### src/tmo_pkg.sv
// package for the timer-one control block: register layout, encodings, field and source types
package tmo_pkg;
  // ----------------------------------------------------------------
  // register map
  // ----------------------------------------------------------------
  localparam logic [3:0] TMO_ADDR_CTRL = 4'h0;
  localparam logic [3:0] TMO_ADDR_COUNT = 4'h1;
  localparam logic [15:0] TMO_CTRL_RESET = 16'h0000;
  localparam logic [15:0] TMO_CTRL_MASK = 16'ha376; // implemented bits only
  localparam int TMO_BIT_RUN = 15;
  localparam int TMO_BIT_IDLE = 13;
  localparam int TMO_BIT_ECS_LO = 8;
  localparam int TMO_BIT_GATE = 6;
  localparam int TMO_BIT_PS_LO = 4;
  localparam int TMO_BIT_SYNC = 2;
  localparam int TMO_BIT_CS = 1;
  // ----------------------------------------------------------------
  // encodings
  // ----------------------------------------------------------------
  localparam logic [1:0] TMO_ECS_SEC = 2'h0;
  localparam logic [1:0] TMO_ECS_PIN = 2'h1;
  localparam logic [1:0] TMO_ECS_RC = 2'h2;
  localparam logic [7:0] TMO_DIV1_LAST = 8'h00;
  localparam logic [7:0] TMO_DIV8_LAST = 8'h07;
  localparam logic [7:0] TMO_DIV64_LAST = 8'h3f;
  localparam logic [7:0] TMO_DIV256_LAST = 8'hff;

  // decoded control fields
  typedef struct packed {
    logic run;
    logic idle_stop;
    logic [1:0] ext_clock_select;
    logic gated_accumulate_enable;
    logic [1:0] prescale_select;
    logic external_sync_select;
    logic clock_source_select;
  } tmo_ctrl_s;

  // source edge selector state
  typedef enum logic [1:0] {
    TMO_SRC_INT = 2'b00,
    TMO_SRC_EXT = 2'b01,
    TMO_SRC_GATED = 2'b10
  } tmo_src_e;
endpackage : tmo_pkg

### src/tmo_timer.sv
// timer-one control register and sixteen-bit count logic
//
// The placing of the registers and the strobed register port were decided locally.
`timescale 1ns/100ps
module tmo_timer
  import tmo_pkg::*;
(
  input wire logic clk, // 40 mhz system clock
  input wire logic sys_rst, // synchronous reset, active high
  input wire logic clk_en, // freezes all state when low
  input wire logic [3:0] addr, // register index
  input wire logic [15:0] wdata, // write data
  input wire logic wr_stb, // write strobe
  input wire logic rd_stb, // read strobe
  output logic [15:0] rdata, // read data, one cycle after rd_stb
  input wire logic idle_mode, // device is in idle mode
  input wire logic inst_clk_tick, // instruction clock enable, fosc/2
  input wire logic secondary_oscillator, // secondary oscillator level
  input wire logic low_power_rc_oscillator, // low-power rc level
  input wire logic external_clock_pin, // external pin clock level
  input wire logic gate_in, // gate for accumulation
  output logic [15:0] count, // timer count
  output logic counting // timer advancing is allowed
);
  // ----------------------------------------------------------------
  // control register
  // ----------------------------------------------------------------
  logic [15:0] ctrl_q;
  tmo_ctrl_s c;
  logic [15:0] count_q;

  // write only implemented bits; others stay zero
  always_ff @(posedge clk) begin
    if (sys_rst) begin
      ctrl_q <= TMO_CTRL_RESET;
    end else if (clk_en && wr_stb && addr == TMO_ADDR_CTRL) begin
      ctrl_q <= wdata & TMO_CTRL_MASK;
    end
  end

  assign c.run = ctrl_q[TMO_BIT_RUN];
  assign c.idle_stop = ctrl_q[TMO_BIT_IDLE];
  assign c.ext_clock_select = ctrl_q[TMO_BIT_ECS_LO +: 2];
  assign c.gated_accumulate_enable = ctrl_q[TMO_BIT_GATE];
  assign c.prescale_select = ctrl_q[TMO_BIT_PS_LO +: 2];
  assign c.external_sync_select = ctrl_q[TMO_BIT_SYNC];
  assign c.clock_source_select = ctrl_q[TMO_BIT_CS];

  // ----------------------------------------------------------------
  // register read
  // ----------------------------------------------------------------
  // read data stands one cycle after the strobe; unmapped reads zero
  always_ff @(posedge clk) begin
    if (sys_rst) begin
      rdata <= 16'h0000;
    end else if (clk_en) begin
      if (rd_stb && addr == TMO_ADDR_CTRL) begin
        rdata <= ctrl_q;
      end else if (rd_stb && addr == TMO_ADDR_COUNT) begin
        rdata <= count_q;
      end else begin
        rdata <= 16'h0000;
      end
    end
  end

  // ----------------------------------------------------------------
  // external source selection and synchronisation
  // ----------------------------------------------------------------
  logic ext_raw;
  logic sync1_q;
  logic sync2_q;
  logic ext_prev_q;
  logic ext_lvl;
  logic ext_tick;

  // reserved code 11 falls to the secondary oscillator
  always_comb begin
    case (c.ext_clock_select)
      TMO_ECS_PIN: ext_raw = external_clock_pin;
      TMO_ECS_RC: ext_raw = low_power_rc_oscillator;
      default: ext_raw = secondary_oscillator;
    endcase
  end

  // two-stage synchroniser
  always_ff @(posedge clk) begin
    if (sys_rst) begin
      sync1_q <= 1'b0;
      sync2_q <= 1'b0;
    end else if (clk_en) begin
      sync1_q <= ext_raw;
      sync2_q <= sync1_q;
    end
  end

  // raw path only skips the synchroniser stages
  assign ext_lvl = c.external_sync_select ? sync2_q : ext_raw;

  always_ff @(posedge clk) begin
    if (sys_rst) begin
      ext_prev_q <= 1'b0;
    end else if (clk_en) begin
      ext_prev_q <= ext_lvl;
    end
  end

  assign ext_tick = ext_lvl & ~ext_prev_q;

  // ----------------------------------------------------------------
  // source tick and run enable
  // ----------------------------------------------------------------
  tmo_src_e src;
  logic src_tick;
  logic run_ok;

  always_comb begin
    if (c.clock_source_select) begin
      src = TMO_SRC_EXT;
    end else if (c.gated_accumulate_enable) begin
      src = TMO_SRC_GATED;
    end else begin
      src = TMO_SRC_INT;
    end
  end

  always_comb begin
    case (src)
      TMO_SRC_EXT: src_tick = ext_tick;
      TMO_SRC_GATED: src_tick = inst_clk_tick & gate_in;
      TMO_SRC_INT: src_tick = inst_clk_tick;
      default: src_tick = 1'b0;
    endcase
  end

  assign run_ok = c.run && !(c.idle_stop && idle_mode);
  assign counting = run_ok;

  // ----------------------------------------------------------------
  // prescaler
  // ----------------------------------------------------------------
  logic [7:0] ps_q;
  logic [7:0] ps_last;
  logic ps_tick;

  always_comb begin
    case (c.prescale_select)
      2'h0: ps_last = TMO_DIV1_LAST;
      2'h1: ps_last = TMO_DIV8_LAST;
      2'h2: ps_last = TMO_DIV64_LAST;
      default: ps_last = TMO_DIV256_LAST;
    endcase
  end

  assign ps_tick = run_ok && src_tick && (ps_q >= ps_last);

  // prescaler clears when the run bit is off; an idle stop holds it
  always_ff @(posedge clk) begin
    if (sys_rst) begin
      ps_q <= 8'h00;
    end else if (clk_en) begin
      if (!c.run) begin
        ps_q <= 8'h00;
      end else if (run_ok && src_tick) begin
        ps_q <= ps_tick ? 8'h00 : ps_q + 8'h01;
      end
    end
  end

  // ----------------------------------------------------------------
  // counter
  // ----------------------------------------------------------------
  // count may also be written by software
  always_ff @(posedge clk) begin
    if (sys_rst) begin
      count_q <= 16'h0000;
    end else if (clk_en) begin
      if (wr_stb && addr == TMO_ADDR_COUNT) begin
        count_q <= wdata;
      end else if (ps_tick) begin
        count_q <= count_q + 16'h0001;
      end
    end
  end

  assign count = count_q;

  // ----------------------------------------------------------------
  // checks
  // ----------------------------------------------------------------
  property p_idle_halt;
    @(posedge clk) disable iff (sys_rst)
    (clk_en && c.idle_stop && idle_mode && !(wr_stb && addr == TMO_ADDR_COUNT))
      |=> count_q == $past(count_q);
  endproperty
  a_idle_halt: assert property (p_idle_halt) else $error("count moved in idle");

  property p_idle_run;
    @(posedge clk) disable iff (sys_rst)
    (c.run && !c.idle_stop && idle_mode) |-> counting;
  endproperty
  a_idle_run: assert property (p_idle_run) else $error("timer stopped in idle");

  property p_ext_pin;
    @(posedge clk) disable iff (sys_rst)
    (c.ext_clock_select == TMO_ECS_PIN) |-> ext_raw == external_clock_pin;
  endproperty
  a_ext_pin: assert property (p_ext_pin) else $error("pin source not chosen");

  property p_ext_rc;
    @(posedge clk) disable iff (sys_rst)
    (c.ext_clock_select == TMO_ECS_RC) |-> ext_raw == low_power_rc_oscillator;
  endproperty
  a_ext_rc: assert property (p_ext_rc) else $error("low-power rc source not chosen");

  property p_gate;
    @(posedge clk) disable iff (sys_rst)
    (!c.clock_source_select && c.gated_accumulate_enable && !gate_in) |-> !src_tick;
  endproperty
  a_gate: assert property (p_gate) else $error("gated tick with gate low");

  property p_gate_ignored;
    @(posedge clk) disable iff (sys_rst)
    c.clock_source_select |-> src_tick == ext_tick;
  endproperty
  a_gate_ignored: assert property (p_gate_ignored) else $error("gate used on ext");

  property p_div8;
    @(posedge clk) disable iff (sys_rst)
    (clk_en && ps_tick && c.prescale_select == 2'h1 && $past(c.prescale_select) == 2'h1)
      |-> ps_q == TMO_DIV8_LAST;
  endproperty
  a_div8: assert property (p_div8) else $error("divide by eight wrong");

  property p_sync;
    @(posedge clk) disable iff (sys_rst)
    (clk_en && $past(clk_en, 2) && $past(clk_en) && c.external_sync_select
      && $past(c.external_sync_select))
      |-> ext_lvl == $past(ext_raw, 2) || $past(c.ext_clock_select, 2) != c.ext_clock_select;
  endproperty
  a_sync: assert property (p_sync) else $error("sync path delay wrong");

  property p_mask;
    @(posedge clk) disable iff (sys_rst)
    (ctrl_q & ~TMO_CTRL_MASK) == 16'h0000;
  endproperty
  a_mask: assert property (p_mask) else $error("unimplemented bit set");

  property p_stop;
    @(posedge clk) disable iff (sys_rst)
    (!c.run && clk_en && !(wr_stb && addr == TMO_ADDR_COUNT)) |=> count_q == $past(count_q);
  endproperty
  a_stop: assert property (p_stop) else $error("count moved while stopped");

  property p_step;
    @(posedge clk) disable iff (sys_rst)
    (clk_en && ps_tick && !(wr_stb && addr == TMO_ADDR_COUNT))
      |=> count_q == $past(count_q) + 16'h0001;
  endproperty
  a_step: assert property (p_step) else $error("count did not step by one");

  property p_ext_sec;
    @(posedge clk) disable iff (sys_rst)
    (c.ext_clock_select == TMO_ECS_SEC) |-> ext_raw == secondary_oscillator;
  endproperty
  a_ext_sec: assert property (p_ext_sec) else $error("secondary source not chosen");

  property p_raw;
    @(posedge clk) disable iff (sys_rst)
    (c.clock_source_select && !c.external_sync_select) |-> ext_lvl == ext_raw;
  endproperty
  a_raw: assert property (p_raw) else $error("raw path delayed");

  property p_internal;
    @(posedge clk) disable iff (sys_rst)
    (!c.clock_source_select && !c.gated_accumulate_enable) |-> src_tick == inst_clk_tick;
  endproperty
  a_internal: assert property (p_internal) else $error("internal tick not used");

  property p_div1;
    @(posedge clk) disable iff (sys_rst)
    (clk_en && run_ok && src_tick && c.prescale_select == 2'h0) |-> ps_tick;
  endproperty
  a_div1: assert property (p_div1) else $error("divide by one wrong");

  property p_div64;
    @(posedge clk) disable iff (sys_rst)
    (clk_en && ps_tick && c.prescale_select == 2'h2 && $past(c.prescale_select) == 2'h2)
      |-> ps_q == TMO_DIV64_LAST;
  endproperty
  a_div64: assert property (p_div64) else $error("divide by sixty-four wrong");

  property p_run_off;
    @(posedge clk) disable iff (sys_rst)
    !c.run |-> !counting;
  endproperty
  a_run_off: assert property (p_run_off) else $error("counting while stopped");

  property p_rd_ctrl;
    @(posedge clk) disable iff (sys_rst)
    (clk_en && rd_stb && addr == TMO_ADDR_CTRL) |=> rdata == $past(ctrl_q);
  endproperty
  a_rd_ctrl: assert property (p_rd_ctrl) else $error("control read wrong");

  property p_rd_idle;
    @(posedge clk) disable iff (sys_rst)
    (clk_en && !rd_stb) |=> rdata == 16'h0000;
  endproperty
  a_rd_idle: assert property (p_rd_idle) else $error("read data not released");

  property p_freeze;
    @(posedge clk) disable iff (sys_rst)
    !clk_en |=> count_q == $past(count_q) && ctrl_q == $past(ctrl_q);
  endproperty
  a_freeze: assert property (p_freeze) else $error("state moved while frozen");
endmodule : tmo_timer

### config.mk
export PLATFORM = sky130hd
export DESIGN_NAME = tmo_timer
export DESIGN_NICKNAME = d
export VERILOG_FILES = /design/src/tmo_pkg.sv /design/src/tmo_timer.sv
export SDC_FILE = /design/constraint.sdc
export NUM_CORES = 1
export LEC_CHECK = 0
export BUFFER_PORTS_ARGS = -buffer_cell sky130_fd_sc_hd__buf_2
export CAP_MARGIN = 30
export CORE_UTILIZATION = 36
export DETAILED_ROUTE_END_ITERATION = 12
export GPL_TIMING_DRIVEN = 0
export PLACE_DENSITY_LB_ADDON = 0.25
export SLEW_MARGIN = 20
export SYNTH_ARGS = -nofsm -noshare
export SYNTH_HDL_FRONTEND = slang
export SYNTH_SLANG_ARGS = --single-unit
### constraint.sdc
create_clock -name clk -period 2.7 [get_ports clk]
set_clock_uncertainty 0.1 [all_clocks]
set_input_delay 0.27 -clock clk [delete_from_list [all_inputs] [get_ports clk]]
set_output_delay 0.27 -clock clk [all_outputs]
set_load 0.05 [all_outputs]
* After elaboration in Yosys (flattened, before gate mapping)
Index checks and enable logic that the tools add are counted.
Widths: inputs -> output; s select.
** Word-level totals
- Word-level logic and storage cells :: 50
- Output and inout bits :: 33
- Register bits :: 52
- Input port bits :: 31
** Cells by class
- Bitwise gates (word level) :: 3
- $lt $le $gt $ge :: 1
- Equality and inequality tests :: 8
- Add/subtract/negate cells :: 2
- Reduce and logical (&&, ||, !) cells :: 16
- Muxes and demuxes :: 13
** Operators with widths (number)
- $mux 16 :: 4
- $mux 8 :: 3
- $pmux 8 s3 :: 1
- $add 16x1->16 const B :: 1
- $logic_and 1x1->1 :: 9
- $add 8x1->8 const B :: 1
- $ge 8x8->1 :: 1
- $eq 2x1->1 const B :: 3
- $eq 2x2->1 const B :: 3
- $eq 4x1->1 const B :: 1
- $logic_not 2->1 :: 2
- $logic_not 4->1 :: 1
- $mux 2 :: 2
- $reduce_and 2->1 :: 2
- $pmux 1 s3 :: 1
- $and 1x1->1 :: 2
- $ne 2x1->1 const B :: 1
- $pmux 1 s2 :: 1
- $reduce_bool 2->1 :: 1
- $logic_not 1->1 :: 1
- $mux 1 :: 1
- $not 1->1 :: 1

* Logic depth before layout (Yosys ltp)
Gate-level depths: netlist of the first run.
- Depth after elaboration :: 10
- Depth in mapped cells :: 9
- Mapped depth without buffers :: 8

* Least setup slack after synthesis of the first run
No wires, ideal clock.
- Path type :: register to register
- From :: reg ctrl_q[8]
- To :: reg count_q[9] (netlist: count[9])
- Stages on the path, launching flop included :: 10
- Data required time :: 2.466 ns
- Buffers on the path :: 1
- Clock period less this slack :: 2.244 ns
- Setup slack :: 0.456 ns
- Setup time :: 0.134 ns
- Arrival time :: 2.011 ns
- Cells stage by stage :: dfxtp_1 > inv_1 > ha_1 > a221o_1 > o211a_1 > a22o_1 > o211a_4 > buf_6 > o31ai_1 > a21oi_1
** On the way
- Longest elaborated chain between the ends :: 9
- Elaborated cells on any way between the ends :: 10
- Classes of those cells :: eq/ne (2); mux (3); bitwise (1); reduce/logical (4)
** RTL lines
- from (decl) :: RTL line tmo_timer.sv:28 : logic [15:0] ctrl_q;
- from (signal assigned) :: RTL line tmo_timer.sv:37 : ctrl_q <= wdata & TMO_CTRL_MASK;
- $eq 2x2->1 / $eq 2x1->1 (equally long branches) :: RTL line tmo_timer.sv:79 : case (c.ext_clock_select)
- $pmux 1 s2 * :: RTL line tmo_timer.sv:79
- $mux 1 * :: RTL line tmo_timer.sv:98 : assign ext_lvl = c.external_sync_select ? sync2_q : ext_raw;
- $and 1x1->1 * :: RTL line tmo_timer.sv:108 : assign ext_tick = ext_lvl & ~ext_prev_q;
- $pmux 1 s3 * :: RTL line tmo_timer.sv:128 : case (src)
- $logic_and 1x1->1 * (2 in series) :: RTL line tmo_timer.sv:155 : assign ps_tick = run_ok && src_tick && (ps_q >= ps_last);
- $reduce_bool 2->1 (no source line) *
- $reduce_and 2->1 (no source line) *
- to (signal assigned) :: RTL line tmo_timer.sv:179 : count_q <= wdata;
- to (signal assigned) :: RTL line tmo_timer.sv:181 : count_q <= count_q + 16'h0001;
- to (decl) :: RTL line tmo_timer.sv:30 : logic [15:0] count_q;
Mark *: on every way between the ends. The rest lies on a longest branch, timed or not.
A chain may end at the register's enable or synchronous reset.

* Worst setup path in the final report of the first run
Same ends and word-level chain as after synthesis.

==> summary.txt, run 1 <==
Clock network
  • Clock insertion delay at the later pin of the skew report: 0.32 ns
  • CTS Root Cell: clkbuf_8
  • Clk pin slew, worst setup/hold paths: between 0.1 and 0.15 ns
  • Post-CTS setup buffers: 0
  • CTS tree: yes
  • H-tree depth: 2
  • Sink Count: 52
  • Hold-fix buffers, CTS: 0
  • Post_cts resized: 0
  • Clk buf depth: 2
  • Total CTS buffers: 5

Setup path
  • Worst Path Buf+Inv: 2
  • Slowest stage delay, CP: approximately 0.42 ns
  • Worst path slowest cell: dfxtp_1
  • Worst Path Required: around 2.8 ns
  • Crit start category: register
  • Worst endpoint data arrival time: ~2.6 ns
  • Kind of critical path: register to register
  • CP cell instances: inv_1 > ha_1 > a221o_1 > o211a_1 > a22o_1 > o211a_4 > buf_6 > o31ai_1 > a21oi_1
  • Worst setup EP type: register
  • Critical Path Fanout Max: 10
  • CP top delay family: compound AO/OA/AOI/OAI gates

Floorplan
  • Num rows: 31
  • Die height: ~90 um
  • Die ar.: between 8000 and 9000 um2
  • Initial core utilization: ~38%
  • Core Region: 7370 um2
  • Die Wd: around 90 um
  • Number of I/O pins: 64

Finish
  • Reg area: approximately 1000 um2
  • Area added between synthesis and finish: 19.5%
  • Multi-input gate area: between 1500 and 2000 um2
  • Share of cells above drive strength 1: between 20% and 30%
  • Filler instances: between 700 and 800
  • Number of antenna diodes: 0
  • Total Nets Final: 450

Run
  • Max Cap Viol: 0

Global route
  • Overflow after GRT: 0
  • Vias in the first global route: roughly 2,700
  • Largest net degree at the start of global routing: 19
  • Global-route wire length before repair: roughly 14 mm
  • Overall Global Routing Usage: between 20% and 30%
  • Initial antenna violation count: 0

Yosys
  • Synth top area share: 37.5%
  • Top post-synthesis cells by area: dfxtp_1 (37%), nand2_1 (5.4%), nor2_1 (5.1%)
  • Mean Syn Cell Area: between 8 and 9 um2
  • #FFs+latches synth: 52
  • Synth unique cells: a little under 60
  • Synth Net Count: 380
  • Yosys Warn Count: 0
  • Top post-synthesis cells by count: dfxtp_1 (52), nand2_1 (40), nor2_1 (38)
  • Register area share after synthesis: between 30% and 40%
  • Synth area leader: dfxtp_1
  • Syn Inst Count: approximately 340
  • Post-synth EDFFs: 0
  • Count leader, synth: dfxtp_1
  • Ys flop type: dfxtp_1
  • Asr flop ratio synth: 0%
  • Mapped cell area: 2780 um2

Placement
  • RePlAce Congestion: 0.908
  • Setup WS pre-CTS: 0.184 ns
  • Number of buffers added on ports: 63
  • Dpl hpwl: approximately 6.5 mm

Detailed routing
  • Routed wire length: around 8.6 mm
  • DRC viols: 0
  • DR pass1 iterations: 7
  • Post-DR wirelength/cell: between 15 and 20 um
  • Iteration-0 DRC Markers: between 200 and 250
  • Antenna Nets Post-Route: 0
  • Routed vias/inst: approximately 5.8
  • Routed via count: a little under 3,000

Timing
  • RSZ-0062 raised after global routing: no
  • Final setup violation count: 0
  • Tmin final: around 2.5 ns
  • Least-Margin Pin Slew: approximately 0.63 ns
  • Final period util: approximately 93%
  • Setup WS post-layout: between 0.15 and 0.2 ns
  • Max-slew violation count: 0
  • Worst rel slew slack: 57.9%
  • Fmax: between 0.3 and 0.4 GHz
  • Fin. Hold Viols: 0
  • Sum of negative setup slack: 0 ns

Power
  • P per Cell Area: roughly 410 nW/um2
  • Cell leakage power: 0.00129 uW
  • VDD IR-drop max: a little under 0.0002 V

Worst hold path
  • Hold crit path type: primary input to register

Outcome
  • Status: completed
final timing paths:
kind / depth (start not counted) / start / endpoint / slack [ns]
setup / recovery: 9 / ctrl_q[8] / count[9] / 0.18
hold / removal: 3 / wdata[8] / ctrl_q[8] / 0.11
setup reg to reg: 9 / ctrl_q[8] / count[9] / 0.18
hold reg to reg: 2 / sync1_q / sync1_q / 0.37
sequential cells by signal, summed over array words and instances (netlist names):
name / cells
count: 16
rdata: 16
ctrl_q: 9
ps_q: 8
ext_prev_q: 1
sync1_q: 1
sync2_q: 1
final cells by class:
class	instances	area share, %
Sequential cell	52	31.3
Tap cell	99	3.73
Timing Repair Buffer	63	9.50
Inverter	7	0.791
Multi-Input combinational cell	259	48.8
Clock inverter	3	0.829
Clock buffer	5	2.07
Buffer	21	2.98
worst min-delay path, stage by stage:
cell	delay [ns]
buf_2	0.11
nand3_1	0.06
a21oi_1	0.05
stage by stage:
stage               area [um2]  instances  utilization (%)  total power [uW]  hold slack (ns)
global placement          3220        501             43.7               900            0.349
floorplan                 2780        339                -               849            0.317
detailed placement        3220        501             43.7               900            0.356
finish                    3320        509             45.1              1370            0.114
global route              3320        509             45.1              1420            0.110
CTS                       3310        509             45.0              1380            0.116
where the power goes:
part | switching (uW) | internal (uW)
clock | 298 | 191
sequential | 4.14 | 771
combinational | 71.0 | 37.3
per-layer routing:
metal  wire length, um  global-route usage (%)
met5                 0                       0
met4                95                    4.92
met2              4050                    35.5
met3               466                    3.55
met1              3990                    29.4
cells by family after synthesis:
family | synth area share [%]
AOI/OAI and AO/OA | 25.4
and+or+nand+nor | 26.6
muxes | 1.08
xor gates and xnor gates | 0.631
DFF | 37.5
adders and majority gates | 4.50
buffers and inverters | 4.37
cells in the final DEF, fill, tap and decap left out, types with 3 or more instances in the layout:
cell,count
a211oi_1,5
o21ai_0,3
clkbuf_8,5
nor2_1,38
buf_2,67
nand4_1,3
nor3_1,11
a31oi_1,3
o21ai_1,7
a222oi_1,9
ha_1,10
o31ai_1,8
a22oi_1,8
dfxtp_1,52
nand3_1,21
nor2b_1,4
nor4_1,4
clkbuf_1,15
mux2i_1,3
o211ai_1,5
nand2b_1,3
and3_1,8
a21oi_1,22
inv_1,7
nand4b_1,4
nand2_1,40
No activity file was read; power rests on OpenSTA's default activity.
==> run 2: changes to the inputs <==
--- a/config.mk
+++ b/config.mk
@@ -7,10 +7,12 @@
 export LEC_CHECK = 0
 export BUFFER_PORTS_ARGS = -buffer_cell sky130_fd_sc_hd__buf_2
 export CAP_MARGIN = 30
+export CORE_MARGIN = 1
 export CORE_UTILIZATION = 36
 export DETAILED_ROUTE_END_ITERATION = 12
 export GPL_TIMING_DRIVEN = 0
 export PLACE_DENSITY_LB_ADDON = 0.25
+export RECOVER_POWER = 100
 export SLEW_MARGIN = 20
 export SYNTH_ARGS = -nofsm -noshare
 export SYNTH_HDL_FRONTEND = slang
==> run 2 against run 1 <==
Global-route usage unchanged. Non-clock buffer count unchanged. Clock power about the same. Die area unchanged. Wire length up 0.55%. Largest power group unchanged. Register-to-register slack about the same. Sequential power about the same. Highest routed layer unchanged.
==> summary.txt, run 2 (synthesis gave the netlist of run 1 again) <==
Setup path
  • Slowest stage delay, CP: 0.42 ns (about the same)
  • Kind of critical path: register to register (unchanged)
  • Crit start category: register (unchanged)
  • RR Endpoint: count[9] (unchanged)
  • Worst setup EP type: register (unchanged)
  • CP cell instances: inv_1 > ha_1 > a221o_1 > o211a_1 > a22o_1 > o211a_4 > buf_6 > o31ai_1 > a21oi_1 (unchanged)
  • Critical Path Fanout Max: 10 (unchanged)
  • Crit. Startpoint: ctrl_q[8] (unchanged)
  • Worst Path Required: 2.78 ns (about the same)
  • Worst endpoint data arrival time: 2.60 ns (about the same)
  • Worst path slowest cell: dfxtp_1 (unchanged)
  • CP Capture Point: count[9] (unchanged)
  • Reg2Reg Setup Slack: 0.18 ns (about the same)
  • Reg-to-reg startpoint: ctrl_q[8] (unchanged)
  • R2R cell count: 9 (unchanged)

Global route
  • Overall Global Routing Usage: 21.5% (unchanged)
  • Overflow after GRT: 0 (unchanged)
  • Global-route wire length before repair: 14.0 mm (unchanged)
  • Initial antenna violation count: 0 (unchanged)
  • Vias in the first global route: 2,726 (unchanged)
  • Largest net degree at the start of global routing: 19 (unchanged)

Detailed routing
  • Routed wire length: 8.65 mm (was 8.61 mm)
  • Routed vias/inst: 5.82 (was 5.79)
  • Post-DR wirelength/cell: 17.0 um (was 16.9 um)
  • Routed via count: 2,960 (was 2,949)
  • Iteration-0 DRC Markers: 221 (was 241)
  • DRC viols: 0 (unchanged)
  • DR pass1 iterations: 5 (was 7)
  • Antenna Nets Post-Route: 0 (unchanged)

Timing
  • Least-Margin Pin Slew: 0.636 ns (was 0.632 ns)
  • Sum of negative setup slack: 0 ns (unchanged)
  • Max-slew violation count: 0 (unchanged)
  • Setup WS post-layout: 0.183 ns (was 0.176 ns)
  • Fmax: 0.397 GHz (was 0.396 GHz)
  • Tmin final: 2.52 ns (about the same)
  • Final setup violation count: 0 (unchanged)
  • Final period util: 93.2% (was 93.5%)
  • Worst rel slew slack: 57.6% (was 57.9%)
  • WHS: 0.113 ns (was 0.114 ns)
  • RSZ-0062 raised after global routing: no (unchanged)
  • Fin. Hold Viols: 0 (unchanged)

Finish
  • Leading cell types in the layout, fill and taps excluded: dfxtp_1 (52), clkbuf_1 (51), nand2_1 (40) (was buf_2 (67), dfxtp_1 (52), nand2_1 (40))
  • Total Nets Final: 450 (unchanged)
  • Number of antenna diodes: 0 (unchanged)
  • Post-layout util: 44.4% (was 45.1%)
  • Share of cells above drive strength 1: 12.0% (was 20.7%)
  • Most common cell after layout, fill and taps aside: dfxtp_1 (was buf_2)
  • Area added between synthesis and finish: 17.9% (was 19.5%)
  • Post-Layout Cell Count: 509 (unchanged)

Floorplan
  • Die Wd: 89.8 um (unchanged)
  • Core Region: 7370 um2 (unchanged)
  • Die height: 89.8 um (unchanged)
  • Number of I/O pins: 64 (unchanged)
  • Num rows: 31 (unchanged)
  • Initial core utilization: 37.7% (unchanged)
  • Die ar.: 8070 um2 (unchanged)

Placement
  • RePlAce Congestion: 0.908 (unchanged)
  • Number of buffers added on ports: 63 (unchanged)
  • Placed Cells: 501 (unchanged)
  • Dpl hpwl: 6.48 mm (unchanged)
  • Setup WS pre-CTS: 0.184 ns (unchanged)

Clock network
  • Sink Count: 52 (unchanged)
  • Hold-fix buffers, CTS: 0 (unchanged)
  • CTS Root Cell: clkbuf_8 (unchanged)
  • Clk buf depth: 2 (unchanged)
  • CTS tree: yes (unchanged)
  • H-tree depth: 2 (unchanged)
  • Clk pin slew, worst setup/hold paths: 0.11 ns (about the same)
  • Clock insertion delay at the later pin of the skew report: 0.32 ns (about the same)
  • Total CTS buffers: 5 (unchanged)

Outcome
  • Status: completed (unchanged)

Power
  • VDD IR-drop max: 0.000196 V (about the same)
  • Psw: 374 uW (was 373 uW)
  • P per Cell Area: 419 nW/um2 (was 413 nW/um2)
  • Net Sw Frac: 27.3% (was 27.2%)
  • Register share of total power: 56.5% (about the same)
  • Combinational share of power: 7.8% (was 7.9%)
  • Clock Power Share: 35.7% (about the same)
  • Internal power: 998 uW (was 999 uW)
  • Cell leakage power: 0.00113 uW (was 0.00129 uW)

Run
  • Max Cap Viol: 0 (unchanged)

Worst hold path
  • Hold crit path type: primary input to register (unchanged)
run 2: changes by cell type in the layout (fill, tap and decap cells not counted):
cell      before  now
and2_1         2    1
clkbuf_1      15   51
o21ai_0        3    4
and2_0         0    1
buf_2         67   31
a21boi_1       1    0
o21ai_1        7    6
a21boi_0       0    1
run 2: worst min path at each step:
stage,from,to,slack (ns),depth (start not counted)
2_1_floorplan,wdata[6],ctrl_q[6],0.32,2
3_3_place_gp,sync1_q,sync1_q,0.35,2
3_5_place_dp,sync1_q,sync1_q,0.36,2
4_1_cts,wdata[4],ctrl_q[4],0.12,3
5_1_grt,wdata[8],ctrl_q[8],0.11,3
6_report,wdata[8],ctrl_q[8],0.11,3
run 2: cell type report:
class / count / area, um2
multi-input combinational: 259 / 1620
buffer: 21 / 97.6
timing repair buffer: 63 / 272
clock inverter: 3 / 27.5
fill: 801 / 4090
clock buffer: 5 / 68.8
inverter: 7 / 26.3
sequential: 52 / 1040
tap: 99 / 124
run 2: power groups by stage:
stage	clock network, uW	registers [uW]	logic, uW
2_1_floorplan	0	794	54.1
3_3_place_gp	0	793	107
3_5_place_dp	0	793	107
4_1_cts	494	775	107
5_1_grt	524	776	117
6_report	490	775	107
run 2: metrics by stage:
stage | instance area [um2] | power [uW]
2_1_floorplan | 2780 | 849
3_3_place_gp | 3220 | 900
3_5_place_dp | 3220 | 900
4_1_cts | 3310 | 1380
5_1_grt | 3280 | 1420
6_report | 3280 | 1370
run 2: layer usage:
metal  vias to the layer above  GRT usage [%]  wire, um
met3                        16           3.55       521
met5                         -              0         0
met1                      1397           29.4      3950
li1                       1427              -         -
met2                       120           35.5      4040
met4                         0           4.92       134
run 2: repair_timing:
item / in CTS / in global routing
resized for setup: 0 / 2
buffers inserted: 0 / 0
setup endpoints to repair: 0 / 2
run 2: critical path, delay by kind of cell (launching register included):
| kind | cells | cell delay, ns |
|---|---|---|
| fa+ha+maj | 1 | 0.32 |
| buf+inv | 2 | 0.21 |
| flops | 1 | 0.42 |
| compound gates | 6 | 1.33 |
